==> src/core/dosm_pkg.sv <==
package dosm_pkg;

    // Operating states of the drive
    typedef enum logic [3:0] {
        ST_START,
        ST_NOT_READY,
        ST_ON_DISABLED,
        ST_READY,
        ST_SWITCHED_ON,
        ST_OP_ENABLED,
        ST_QUICK_STOP,
        ST_FAULT_REACT,
        ST_FAULT
    } dosm_state_t;

    // Numbers shown to software for each state
    localparam logic [3:0] CODE_START = 4'h1;
    localparam logic [3:0] CODE_NOT_READY = 4'h2;
    localparam logic [3:0] CODE_ON_DISABLED = 4'h3;
    localparam logic [3:0] CODE_READY = 4'h4;
    localparam logic [3:0] CODE_SWITCHED_ON = 4'h5;
    localparam logic [3:0] CODE_OP_ENABLED = 4'h6;
    localparam logic [3:0] CODE_QUICK_STOP = 4'h7;
    localparam logic [3:0] CODE_FAULT_REACT = 4'h8;
    localparam logic [3:0] CODE_FAULT = 4'h9;

    // Error classes
    localparam logic [2:0] ERR_WARN = 3'h0;
    localparam logic [2:0] ERR_QSTOP = 3'h1;
    localparam logic [2:0] ERR_QSTOP_OFF = 3'h2;
    localparam logic [2:0] ERR_FATAL = 3'h3;
    localparam logic [2:0] ERR_LOCKOUT = 3'h4;

    // Speed limit for readiness, in revolutions per minute
    localparam logic [15:0] SPEED_LIMIT_RPM = 16'h03E8;

    // Register map
    localparam logic [7:0] ADDR_CTRL = 8'h00;
    localparam logic [7:0] ADDR_STATUS = 8'h04;

    // Control register fields
    localparam int CTRL_ENABLE = 0;
    localparam int CTRL_DISABLE = 1;
    localparam int CTRL_FAULT_RESET = 2;
    localparam int CTRL_CLR_WARN = 3;
    localparam int CTRL_FIELDBUS = 4;
    localparam int CTRL_BRAKE_FITTED = 5;
    localparam logic CTRL_FIELDBUS_RST = 1'b0;
    localparam logic CTRL_BRAKE_RST = 1'b0;

    // Status register fields
    localparam int STAT_CODE_LSB = 0;
    localparam int STAT_CODE_MSB = 3;
    localparam int STAT_POWER = 4;
    localparam int STAT_BRAKE_REL = 5;
    localparam int STAT_WARN = 6;
    localparam int STAT_LOCKOUT = 7;
    localparam int STAT_QSTOP = 8;

    typedef struct packed {
        logic psel;
        logic penable;
        logic pwrite;
        logic [7:0] paddr;
        logic [31:0] pwdata;
    } dosm_apb_req_t;

    typedef struct packed {
        logic [31:0] prdata;
        logic pready;
        logic pslverr;
    } dosm_apb_resp_t;

endpackage

==> src/core/dosm_state_machine.sv <==
// The APB interface to the registers and the register addresses are this design's own decisions.
`timescale 1ns/1ps
`default_nettype none

// What this block does
// - Class 0 error only records a warning; state and motion unchanged.
// - Class 1 error: quick stop to rest, power stage stays energised.
// - Class 2 error: quick stop, apply brake, power off at standstill.
// - Class 3 or 4 error: cut power at once, even during quick stop.
// - Class 4 lock-out is cleared only by power cycling, not fault reset.
// - Start goes to not-ready after electronics init, then disabled after params.
// - Disabled to ready: no undervoltage, encoder ok, speed under 1000, torque-off ok.
// - Enable request moves ready to switched-on, honoured only in ready.
// - Switched-on passes automatically to operation-enabled; power on, brake released.
// - Disable request in switched-on or operation-enabled returns to disabled.
// - Disable request in quick-stop-active goes to disabled, power cut at once.
// - Class 1 error in operation-enabled enters quick-stop-active, cancels motion.
// - Class 2, 3 or 4 error from any state other than fault-reaction-active and fault enters fault-reaction-active.
// - Fault reaction ends: class 2 after standstill, class 3 or 4 at once.
// - Torque-off trip acts like a class 3 error.
// - Fault reset in fault returns to disabled; cause removed beforehand.
// - Fault reset in quick-stop-active returns directly to operation-enabled.
// - Any one of several listed conditions suffices for a transition; disabled to ready here needs all four.
// - Fieldbus enable, disable and fault-reset requests act only in fieldbus control mode; warning clear acts in any mode.
module dosm_state_machine (
    // Clock and reset
    input wire logic clk,
    input wire logic rstn,
    // Register bus
    input wire dosm_pkg::dosm_apb_req_t apbReq,
    output dosm_pkg::dosm_apb_resp_t apbResp,
    // Signal input requests
    input wire logic sigEnableReq,
    input wire logic sigDisableReq,
    input wire logic sigFaultReset,
    // Internal monitors
    input wire logic errValid,
    input wire logic [2:0] errClass,
    input wire logic electronicsInitDone,
    input wire logic paramInitDone,
    input wire logic underVoltage,
    input wire logic encoderOk,
    input wire logic [15:0] actualSpeed,
    input wire logic standstill,
    input wire logic [1:0] safeTorqueOffInputs,
    input wire logic torqueOffBypassJumper,
    // Drive outputs
    output logic powerStageOn,
    output logic brakeRelease,
    output logic quickStopCmd,
    output logic cancelMotion,
    output logic [3:0] stateCode,
    output logic warningFlag
);

    dosm_pkg::dosm_state_t state_reg;
    dosm_pkg::dosm_state_t state_next;
    logic severe_reg;
    logic severe_next;
    logic lockout_reg;
    logic fieldbus_reg;
    logic brakeFitted_reg;
    logic busEnable_reg;
    logic busDisable_reg;
    logic busFaultReset_reg;
    logic clrWarn_reg;
    logic [31:0] rdata_reg;
    logic slvErr;
    logic wrAccess;
    logic setupPhase;
    logic enableReq;
    logic disableReq;
    logic faultReset;
    logic stoOk;
    logic stoTrip;
    logic err0;
    logic err1;
    logic err2;
    logic errSevere;
    logic err4;
    logic readyOk;

    function automatic logic [3:0] codeOf(input dosm_pkg::dosm_state_t s);
        case (s)
            dosm_pkg::ST_START: codeOf = dosm_pkg::CODE_START;
            dosm_pkg::ST_NOT_READY: codeOf = dosm_pkg::CODE_NOT_READY;
            dosm_pkg::ST_ON_DISABLED: codeOf = dosm_pkg::CODE_ON_DISABLED;
            dosm_pkg::ST_READY: codeOf = dosm_pkg::CODE_READY;
            dosm_pkg::ST_SWITCHED_ON: codeOf = dosm_pkg::CODE_SWITCHED_ON;
            dosm_pkg::ST_OP_ENABLED: codeOf = dosm_pkg::CODE_OP_ENABLED;
            dosm_pkg::ST_QUICK_STOP: codeOf = dosm_pkg::CODE_QUICK_STOP;
            dosm_pkg::ST_FAULT_REACT: codeOf = dosm_pkg::CODE_FAULT_REACT;
            default: codeOf = dosm_pkg::CODE_FAULT;
        endcase
    endfunction

    // APB decode: zero wait states, read data latched in setup phase
    assign setupPhase = apbReq.psel && !apbReq.penable;
    assign wrAccess = apbReq.psel && apbReq.penable && apbReq.pwrite
        && (apbReq.paddr == dosm_pkg::ADDR_CTRL);
    assign slvErr = (apbReq.paddr != dosm_pkg::ADDR_CTRL)
        && !((apbReq.paddr == dosm_pkg::ADDR_STATUS) && !apbReq.pwrite);
    // One driver for the whole response word
    assign apbResp = '{prdata: rdata_reg, pready: 1'b1,
        pslverr: apbReq.psel && apbReq.penable && slvErr};

    always_ff @(posedge clk) begin
        if (!rstn) begin
            rdata_reg <= 32'h0000_0000;
        end else if (setupPhase) begin
            rdata_reg <= 32'h0000_0000;
            if (apbReq.paddr == dosm_pkg::ADDR_CTRL) begin
                rdata_reg[dosm_pkg::CTRL_FIELDBUS] <= fieldbus_reg;
                rdata_reg[dosm_pkg::CTRL_BRAKE_FITTED] <= brakeFitted_reg;
            end else if (apbReq.paddr == dosm_pkg::ADDR_STATUS) begin
                rdata_reg[dosm_pkg::STAT_CODE_MSB:dosm_pkg::STAT_CODE_LSB] <= stateCode;
                rdata_reg[dosm_pkg::STAT_POWER] <= powerStageOn;
                rdata_reg[dosm_pkg::STAT_BRAKE_REL] <= brakeRelease;
                rdata_reg[dosm_pkg::STAT_WARN] <= warningFlag;
                rdata_reg[dosm_pkg::STAT_LOCKOUT] <= lockout_reg;
                rdata_reg[dosm_pkg::STAT_QSTOP] <= quickStopCmd;
            end
        end
    end

    // Persistent control bits
    always_ff @(posedge clk) begin
        if (!rstn) begin
            fieldbus_reg <= dosm_pkg::CTRL_FIELDBUS_RST;
            brakeFitted_reg <= dosm_pkg::CTRL_BRAKE_RST;
        end else if (wrAccess) begin
            fieldbus_reg <= apbReq.pwdata[dosm_pkg::CTRL_FIELDBUS];
            brakeFitted_reg <= apbReq.pwdata[dosm_pkg::CTRL_BRAKE_FITTED];
        end
    end

    // Command bits from the bus act for one cycle after the write
    always_ff @(posedge clk) begin
        if (!rstn) begin
            busEnable_reg <= 1'b0;
            busDisable_reg <= 1'b0;
            busFaultReset_reg <= 1'b0;
            clrWarn_reg <= 1'b0;
        end else begin
            busEnable_reg <= wrAccess && apbReq.pwdata[dosm_pkg::CTRL_ENABLE];
            busDisable_reg <= wrAccess && apbReq.pwdata[dosm_pkg::CTRL_DISABLE];
            busFaultReset_reg <= wrAccess && apbReq.pwdata[dosm_pkg::CTRL_FAULT_RESET];
            clrWarn_reg <= wrAccess && apbReq.pwdata[dosm_pkg::CTRL_CLR_WARN];
        end
    end

    // Source selection: bus in fieldbus mode, signal inputs otherwise
    assign enableReq = fieldbus_reg ? busEnable_reg : sigEnableReq;
    assign disableReq = fieldbus_reg ? busDisable_reg : sigDisableReq;
    assign faultReset = fieldbus_reg ? busFaultReset_reg : sigFaultReset;

    // Error decode; classes above 4 are handled as lock-out
    assign err0 = errValid && (errClass == dosm_pkg::ERR_WARN);
    assign err1 = errValid && (errClass == dosm_pkg::ERR_QSTOP);
    assign err2 = errValid && (errClass == dosm_pkg::ERR_QSTOP_OFF);
    assign err4 = errValid && (errClass >= dosm_pkg::ERR_LOCKOUT);
    assign stoOk = (&safeTorqueOffInputs) || torqueOffBypassJumper;
    // Torque-off only trips while the power stage is live
    assign stoTrip = !stoOk && powerStageOn;
    assign errSevere = (errValid && (errClass >= dosm_pkg::ERR_FATAL)) || stoTrip;
    assign readyOk = !underVoltage && encoderOk
        && (actualSpeed < dosm_pkg::SPEED_LIMIT_RPM) && stoOk;

    always_comb begin
        state_next = state_reg;
        severe_next = severe_reg;
        if ((err2 || errSevere) && state_reg != dosm_pkg::ST_FAULT_REACT
                && state_reg != dosm_pkg::ST_FAULT) begin
            state_next = dosm_pkg::ST_FAULT_REACT;
            severe_next = errSevere;
        end else begin
            case (state_reg)
                dosm_pkg::ST_START: begin
                    if (electronicsInitDone) begin
                        state_next = dosm_pkg::ST_NOT_READY;
                    end
                end
                dosm_pkg::ST_NOT_READY: begin
                    if (paramInitDone) begin
                        state_next = dosm_pkg::ST_ON_DISABLED;
                    end
                end
                dosm_pkg::ST_ON_DISABLED: begin
                    if (readyOk) begin
                        state_next = dosm_pkg::ST_READY;
                    end
                end
                dosm_pkg::ST_READY: begin
                    if (underVoltage || !stoOk) begin
                        state_next = dosm_pkg::ST_ON_DISABLED;
                    end else if (enableReq) begin
                        state_next = dosm_pkg::ST_SWITCHED_ON;
                    end
                end
                dosm_pkg::ST_SWITCHED_ON: begin
                    if (disableReq) begin
                        state_next = dosm_pkg::ST_ON_DISABLED;
                    end else begin
                        state_next = dosm_pkg::ST_OP_ENABLED;
                    end
                end
                dosm_pkg::ST_OP_ENABLED: begin
                    if (disableReq) begin
                        state_next = dosm_pkg::ST_ON_DISABLED;
                    end else if (err1) begin
                        state_next = dosm_pkg::ST_QUICK_STOP;
                    end
                end
                dosm_pkg::ST_QUICK_STOP: begin
                    if (disableReq) begin
                        state_next = dosm_pkg::ST_ON_DISABLED;
                    end else if (faultReset) begin
                        state_next = dosm_pkg::ST_OP_ENABLED;
                    end
                end
                dosm_pkg::ST_FAULT_REACT: begin
                    if (errSevere) begin
                        severe_next = 1'b1;
                    end
                    if (severe_reg || errSevere || standstill) begin
                        state_next = dosm_pkg::ST_FAULT;
                    end
                end
                dosm_pkg::ST_FAULT: begin
                    if (faultReset && !lockout_reg) begin
                        state_next = dosm_pkg::ST_ON_DISABLED;
                        severe_next = 1'b0;
                    end
                end
                default: begin
                    state_next = dosm_pkg::ST_START;
                end
            endcase
        end
    end

    always_ff @(posedge clk) begin
        if (!rstn) begin
            state_reg <= dosm_pkg::ST_START;
            severe_reg <= 1'b0;
        end else begin
            state_reg <= state_next;
            severe_reg <= severe_next;
        end
    end

    // Lock-out survives fault reset; only power-on reset clears it
    always_ff @(posedge clk) begin
        if (!rstn) begin
            lockout_reg <= 1'b0;
        end else if (err4) begin
            lockout_reg <= 1'b1;
        end
    end

    // Warning flag: a new warning wins over a clear in the same cycle
    always_ff @(posedge clk) begin
        if (!rstn) begin
            warningFlag <= 1'b0;
        end else if (err0) begin
            warningFlag <= 1'b1;
        end else if (clrWarn_reg) begin
            warningFlag <= 1'b0;
        end
    end

    // Drive outputs, registered from the next state so they align with it
    always_ff @(posedge clk) begin
        if (!rstn) begin
            powerStageOn <= 1'b0;
            brakeRelease <= 1'b0;
            quickStopCmd <= 1'b0;
            cancelMotion <= 1'b0;
            stateCode <= dosm_pkg::CODE_START;
        end else begin
            stateCode <= codeOf(state_next);
            powerStageOn <= (state_next == dosm_pkg::ST_SWITCHED_ON)
                || (state_next == dosm_pkg::ST_OP_ENABLED)
                || (state_next == dosm_pkg::ST_QUICK_STOP)
                || (state_next == dosm_pkg::ST_FAULT_REACT && !severe_next);
            brakeRelease <= brakeFitted_reg && ((state_next == dosm_pkg::ST_OP_ENABLED)
                || (state_next == dosm_pkg::ST_QUICK_STOP));
            quickStopCmd <= (state_next == dosm_pkg::ST_QUICK_STOP)
                || (state_next == dosm_pkg::ST_FAULT_REACT && !severe_next);
            cancelMotion <= (state_next != state_reg)
                && ((state_next == dosm_pkg::ST_QUICK_STOP)
                || (state_next == dosm_pkg::ST_FAULT_REACT));
        end
    end
endmodule

`default_nettype wire

==> config.mk <==
export PLATFORM = sky130hd
export DESIGN_NAME = dosm_state_machine
export DESIGN_NICKNAME = d
export VERILOG_FILES = /design/src/core/dosm_pkg.sv /design/src/core/dosm_state_machine.sv
export SDC_FILE = /design/constraint.sdc
export NUM_CORES = 1
export LEC_CHECK = 0
export CORE_UTILIZATION = 35
export CTS_CLUSTER_DIAMETER = 80
export DETAILED_ROUTE_END_ITERATION = 10
export DONT_BUFFER_PORTS = 1
export GPL_TIMING_DRIVEN = 0
export HOLD_SLACK_MARGIN = 0.1
export PLACE_DENSITY = 0.53
export SYNTH_ARGS = -nofsm -noshare
export SYNTH_HDL_FRONTEND = slang
export SYNTH_SLANG_ARGS = --single-unit
export TNS_END_PERCENT = 5
==> constraint.sdc <==
create_clock -name clk -period 2.07 [get_ports clk]
set_input_delay 0.207 -clock clk [delete_from_list [all_inputs] [get_ports clk]]
set_output_delay 0.207 -clock clk [all_outputs]
set_load 0.1 [all_outputs]
==> qor.yml <==
place.gp.congestion: 0.817
multi_input_gate_area_um2: 1170
initial_antenna_violation_count: 0
worst_setup_path_startpoint: "powerStageOn"
flip_flop_count_of_the_largest_register_after_layout: 9
clock_root_buffer: "sky130_fd_sc_hd__clkbuf_8"
fp.dieArea_um2: 5450
transition_time_at_the_pin_with_the_least_slew_margin_ns: 1.18
area.growth.synth_to_final_pct: 36.0
ys_async_sr_fraction: 0
grt_first_pass_wirelength_um: 6800
grt_setup_unrepaired: "true"
layout_common_cells: "40 x sky130_fd_sc_hd__buf_4, 26 x sky130_fd_sc_hd__dfxtp_1, 24 x sky130_fd_sc_hd__conb_1"
synth_cells: 211
clkLatencyLatePin_ns: 0.28
timing.slew.headroom: 0.217
regArea_um2: 608
regToRegStartpoint: "powerStageOn"
design.portCount: 119
synth_seq_area_share: 0.333
report.final.setup_viol: 5
maxClockFrequency_mhz: 470
drt-pass1-iter-count: 4
clock_skew_ns: 0.0129
critical_path_required_ns: 2.24
reg2reg_setup_slack_ns: -0.06
fin_crit_sh: 1.03
initial_core_util: 0.372
grt-ovfl-total: 0
worst_slack_ns: -0.0561
layout_filler_cell_count: 451
diodes: 0
drive_gt1_frac: 0.351
worst_ir_drop_on_vdd_mv: 0.416
coreArea_um2: 4850
yosys.cell_types.count: 53
placement.setup.worst_slack_ns: -0.288
finish.utilization: 0.506
numCtsBuffers: 5
run_status: "finished with violations"
initialDrtViolationCount: 98
highest_fanout_seen_on_the_critical_path: 5
drc_errors: 0
count_of_flip_flops_with_a_built_in_enable_after_synthesis: 0
crit_type: "register to register"
ant_nets: 0
number_of_rows_in_the_core_area: 25
die_h_um: 73.8
p_per_cell_area_nw_per_um2: 799
path_clk_slew_ns: 0.07
cts_h_tree_depth: 2
globalRouteTotalUtil: 0.166
postPlaceCellArea_um2: 1990
post_drt_wl_per_cell_um: 13.8
synth.top_cell.area_share: 0.333
grt_pass1_vias: 1472
post-route-cell-area_um2: 2450
cts_tree: "built"
port_buffers: 0
violations: "negative setup slack"
static-leakage-power_nw: 1.02
hold_viol: 0
maximum_number_of_pins_on_one_net_before_global_route_repair: 11
ys_warn_count: 0
endpoint_kind: "register"
cap_viol_max_count: 0
dr_total_vias: 1646
post_synth_main_area_contributors: "sky130_fd_sc_hd__dfxtp_1 33%, sky130_fd_sc_hd__buf_4 11%, sky130_fd_sc_hd__nor2_1 5.2%, sky130_fd_sc_hd__a22oi_1 5.0%, sky130_fd_sc_hd__ha_1 3.5%"
min-delay-start: "errClass[1]"
yosys_most_used_dff: "sky130_fd_sc_hd__dfxtp_1"
max_slew_violation_count: 0
finalNetCount: 345
minimum_clock_period_after_layout_ns: 2.13
floorplan.die.width_um: 73.8
layout.cells.most_common: "sky130_fd_sc_hd__buf_4"
viasPerCell: 4.96
mappedNetlistArea_um2: 1800
dp.final_hpwl_um: 3140
yosysTopAreaCell: "sky130_fd_sc_hd__dfxtp_1"
synth.ff_latch_count: 30
hold_path_class: "input pin to register"
timing.critical_path.arrival_ns: 2.30
cts_buffer_depth: 2
cts_num_sinks: 30
wl_um: 4580
post_synth.cell_area_avg_um2: 8.55
critPathLaunchType: "register"
[repair_timing]
action / CTS / global route
hold buffers: 8 / 0
pin swaps: 10 / 5
buffers inserted: 15 / 1
endpoints found under the hold margin: 7 / 0
gates resized for setup: 26 / 16
endpoints found under the setup margin: 7 / 7
[logic make-up (layout without fill, tap and decap cells)]
family	after synthesis	count (layout)	share of synthesized area
AOI/OAI and AO/OA	45	45	0.183
xor gates and xnor gates	1	1	0.00486
adders and majority gates	5	5	0.0347
buffers and inverters	42	74	0.148
DFF	30	30	0.333
muxes	6	6	0.0361
other	2	24	0.00416
and+or+nand+nor	80	80	0.257
[power by group]
part / switching (mW) / internal [mW]
logic: 0.421 / 0.238
registers: 0.191 / 0.613
clock network: 0.230 / 0.267
total: 0.842 / 1.12
[Yosys cell counts (2+ instances only)]
cell                       count
sky130_fd_sc_hd__dfxtp_1      30
sky130_fd_sc_hd__buf_4        26
sky130_fd_sc_hd__nor2_1       25
sky130_fd_sc_hd__nand2_1      15
sky130_fd_sc_hd__a22oi_1      12
sky130_fd_sc_hd__a21oi_1       9
sky130_fd_sc_hd__and3_1        6
sky130_fd_sc_hd__inv_1         6
sky130_fd_sc_hd__clkbuf_1      5
sky130_fd_sc_hd__ha_1          5
sky130_fd_sc_hd__mux2i_1       4
sky130_fd_sc_hd__nand2b_1      4
sky130_fd_sc_hd__nor3b_1       4
sky130_fd_sc_hd__a31oi_1       3
sky130_fd_sc_hd__buf_2         3
sky130_fd_sc_hd__nand3_1       3
sky130_fd_sc_hd__o211ai_1      3
sky130_fd_sc_hd__o21ai_0       3
sky130_fd_sc_hd__or2_1         3
sky130_fd_sc_hd__or4_1         3
sky130_fd_sc_hd__a221o_1       2
sky130_fd_sc_hd__conb_1        2
sky130_fd_sc_hd__nand4_1       2
sky130_fd_sc_hd__nor3_1        2
sky130_fd_sc_hd__nor4_2        2
sky130_fd_sc_hd__nor4b_2       2
[final cells by class]
| type | instances | area share |
|---|---|---|
| multi-input cells | 161 | 0.477 |
| flip-flops and latches | 30 | 0.248 |
| plain buffers | 35 | 0.108 |
| repair buffers | 24 | 0.0831 |
| well taps | 67 | 0.0342 |
| clock buffers | 6 | 0.0337 |
| inverters | 7 | 0.0107 |
| clock inverters | 2 | 0.00510 |
[path summary, 6_finish.rpt]
path,cells after the start,endpoint
setup reg to reg,7,stateCode[1]
setup / recovery,7,stateCode[1]
hold reg to reg,2,brakeRelease
hold / removal,2,warningFlag
[metrics by stage]
stage          hold WS (ns)  std cells  TNS [ns]  power, mW
3_3_place_gp          0.351        300     -1.93       1.31
5_1_grt               0.116        332    -0.644       2.04
4_1_cts               0.107        331    -0.270       1.94
6_report              0.107        332    -0.161       1.96
2_1_floorplan         0.343        233  -0.00717       1.25
3_5_place_dp          0.353        300     -1.70       1.31
[per-layer routing]
layer | global-route usage | routed length, um | part of all wire
met1 | 0.190 | 1930 | 0.42
met2 | 0.282 | 2230 | 0.49
met3 | 0.0604 | 351 | 0.077
met4 | 0.0641 | 74 | 0.016
met5 | 0 | 0 | 0
[critical path, cell delays in order (launching register included)]
cell,delay (ns)
sky130_fd_sc_hd__dfxtp_4,0.57
sky130_fd_sc_hd__a221o_1,0.30
sky130_fd_sc_hd__nor2_4,0.06
sky130_fd_sc_hd__nor4_4,0.29
sky130_fd_sc_hd__a21boi_4,0.28
sky130_fd_sc_hd__inv_2,0.10
sky130_fd_sc_hd__ha_1,0.27
sky130_fd_sc_hd__and3_1,0.15
Note: power is estimated with default switching activity, not from simulation.
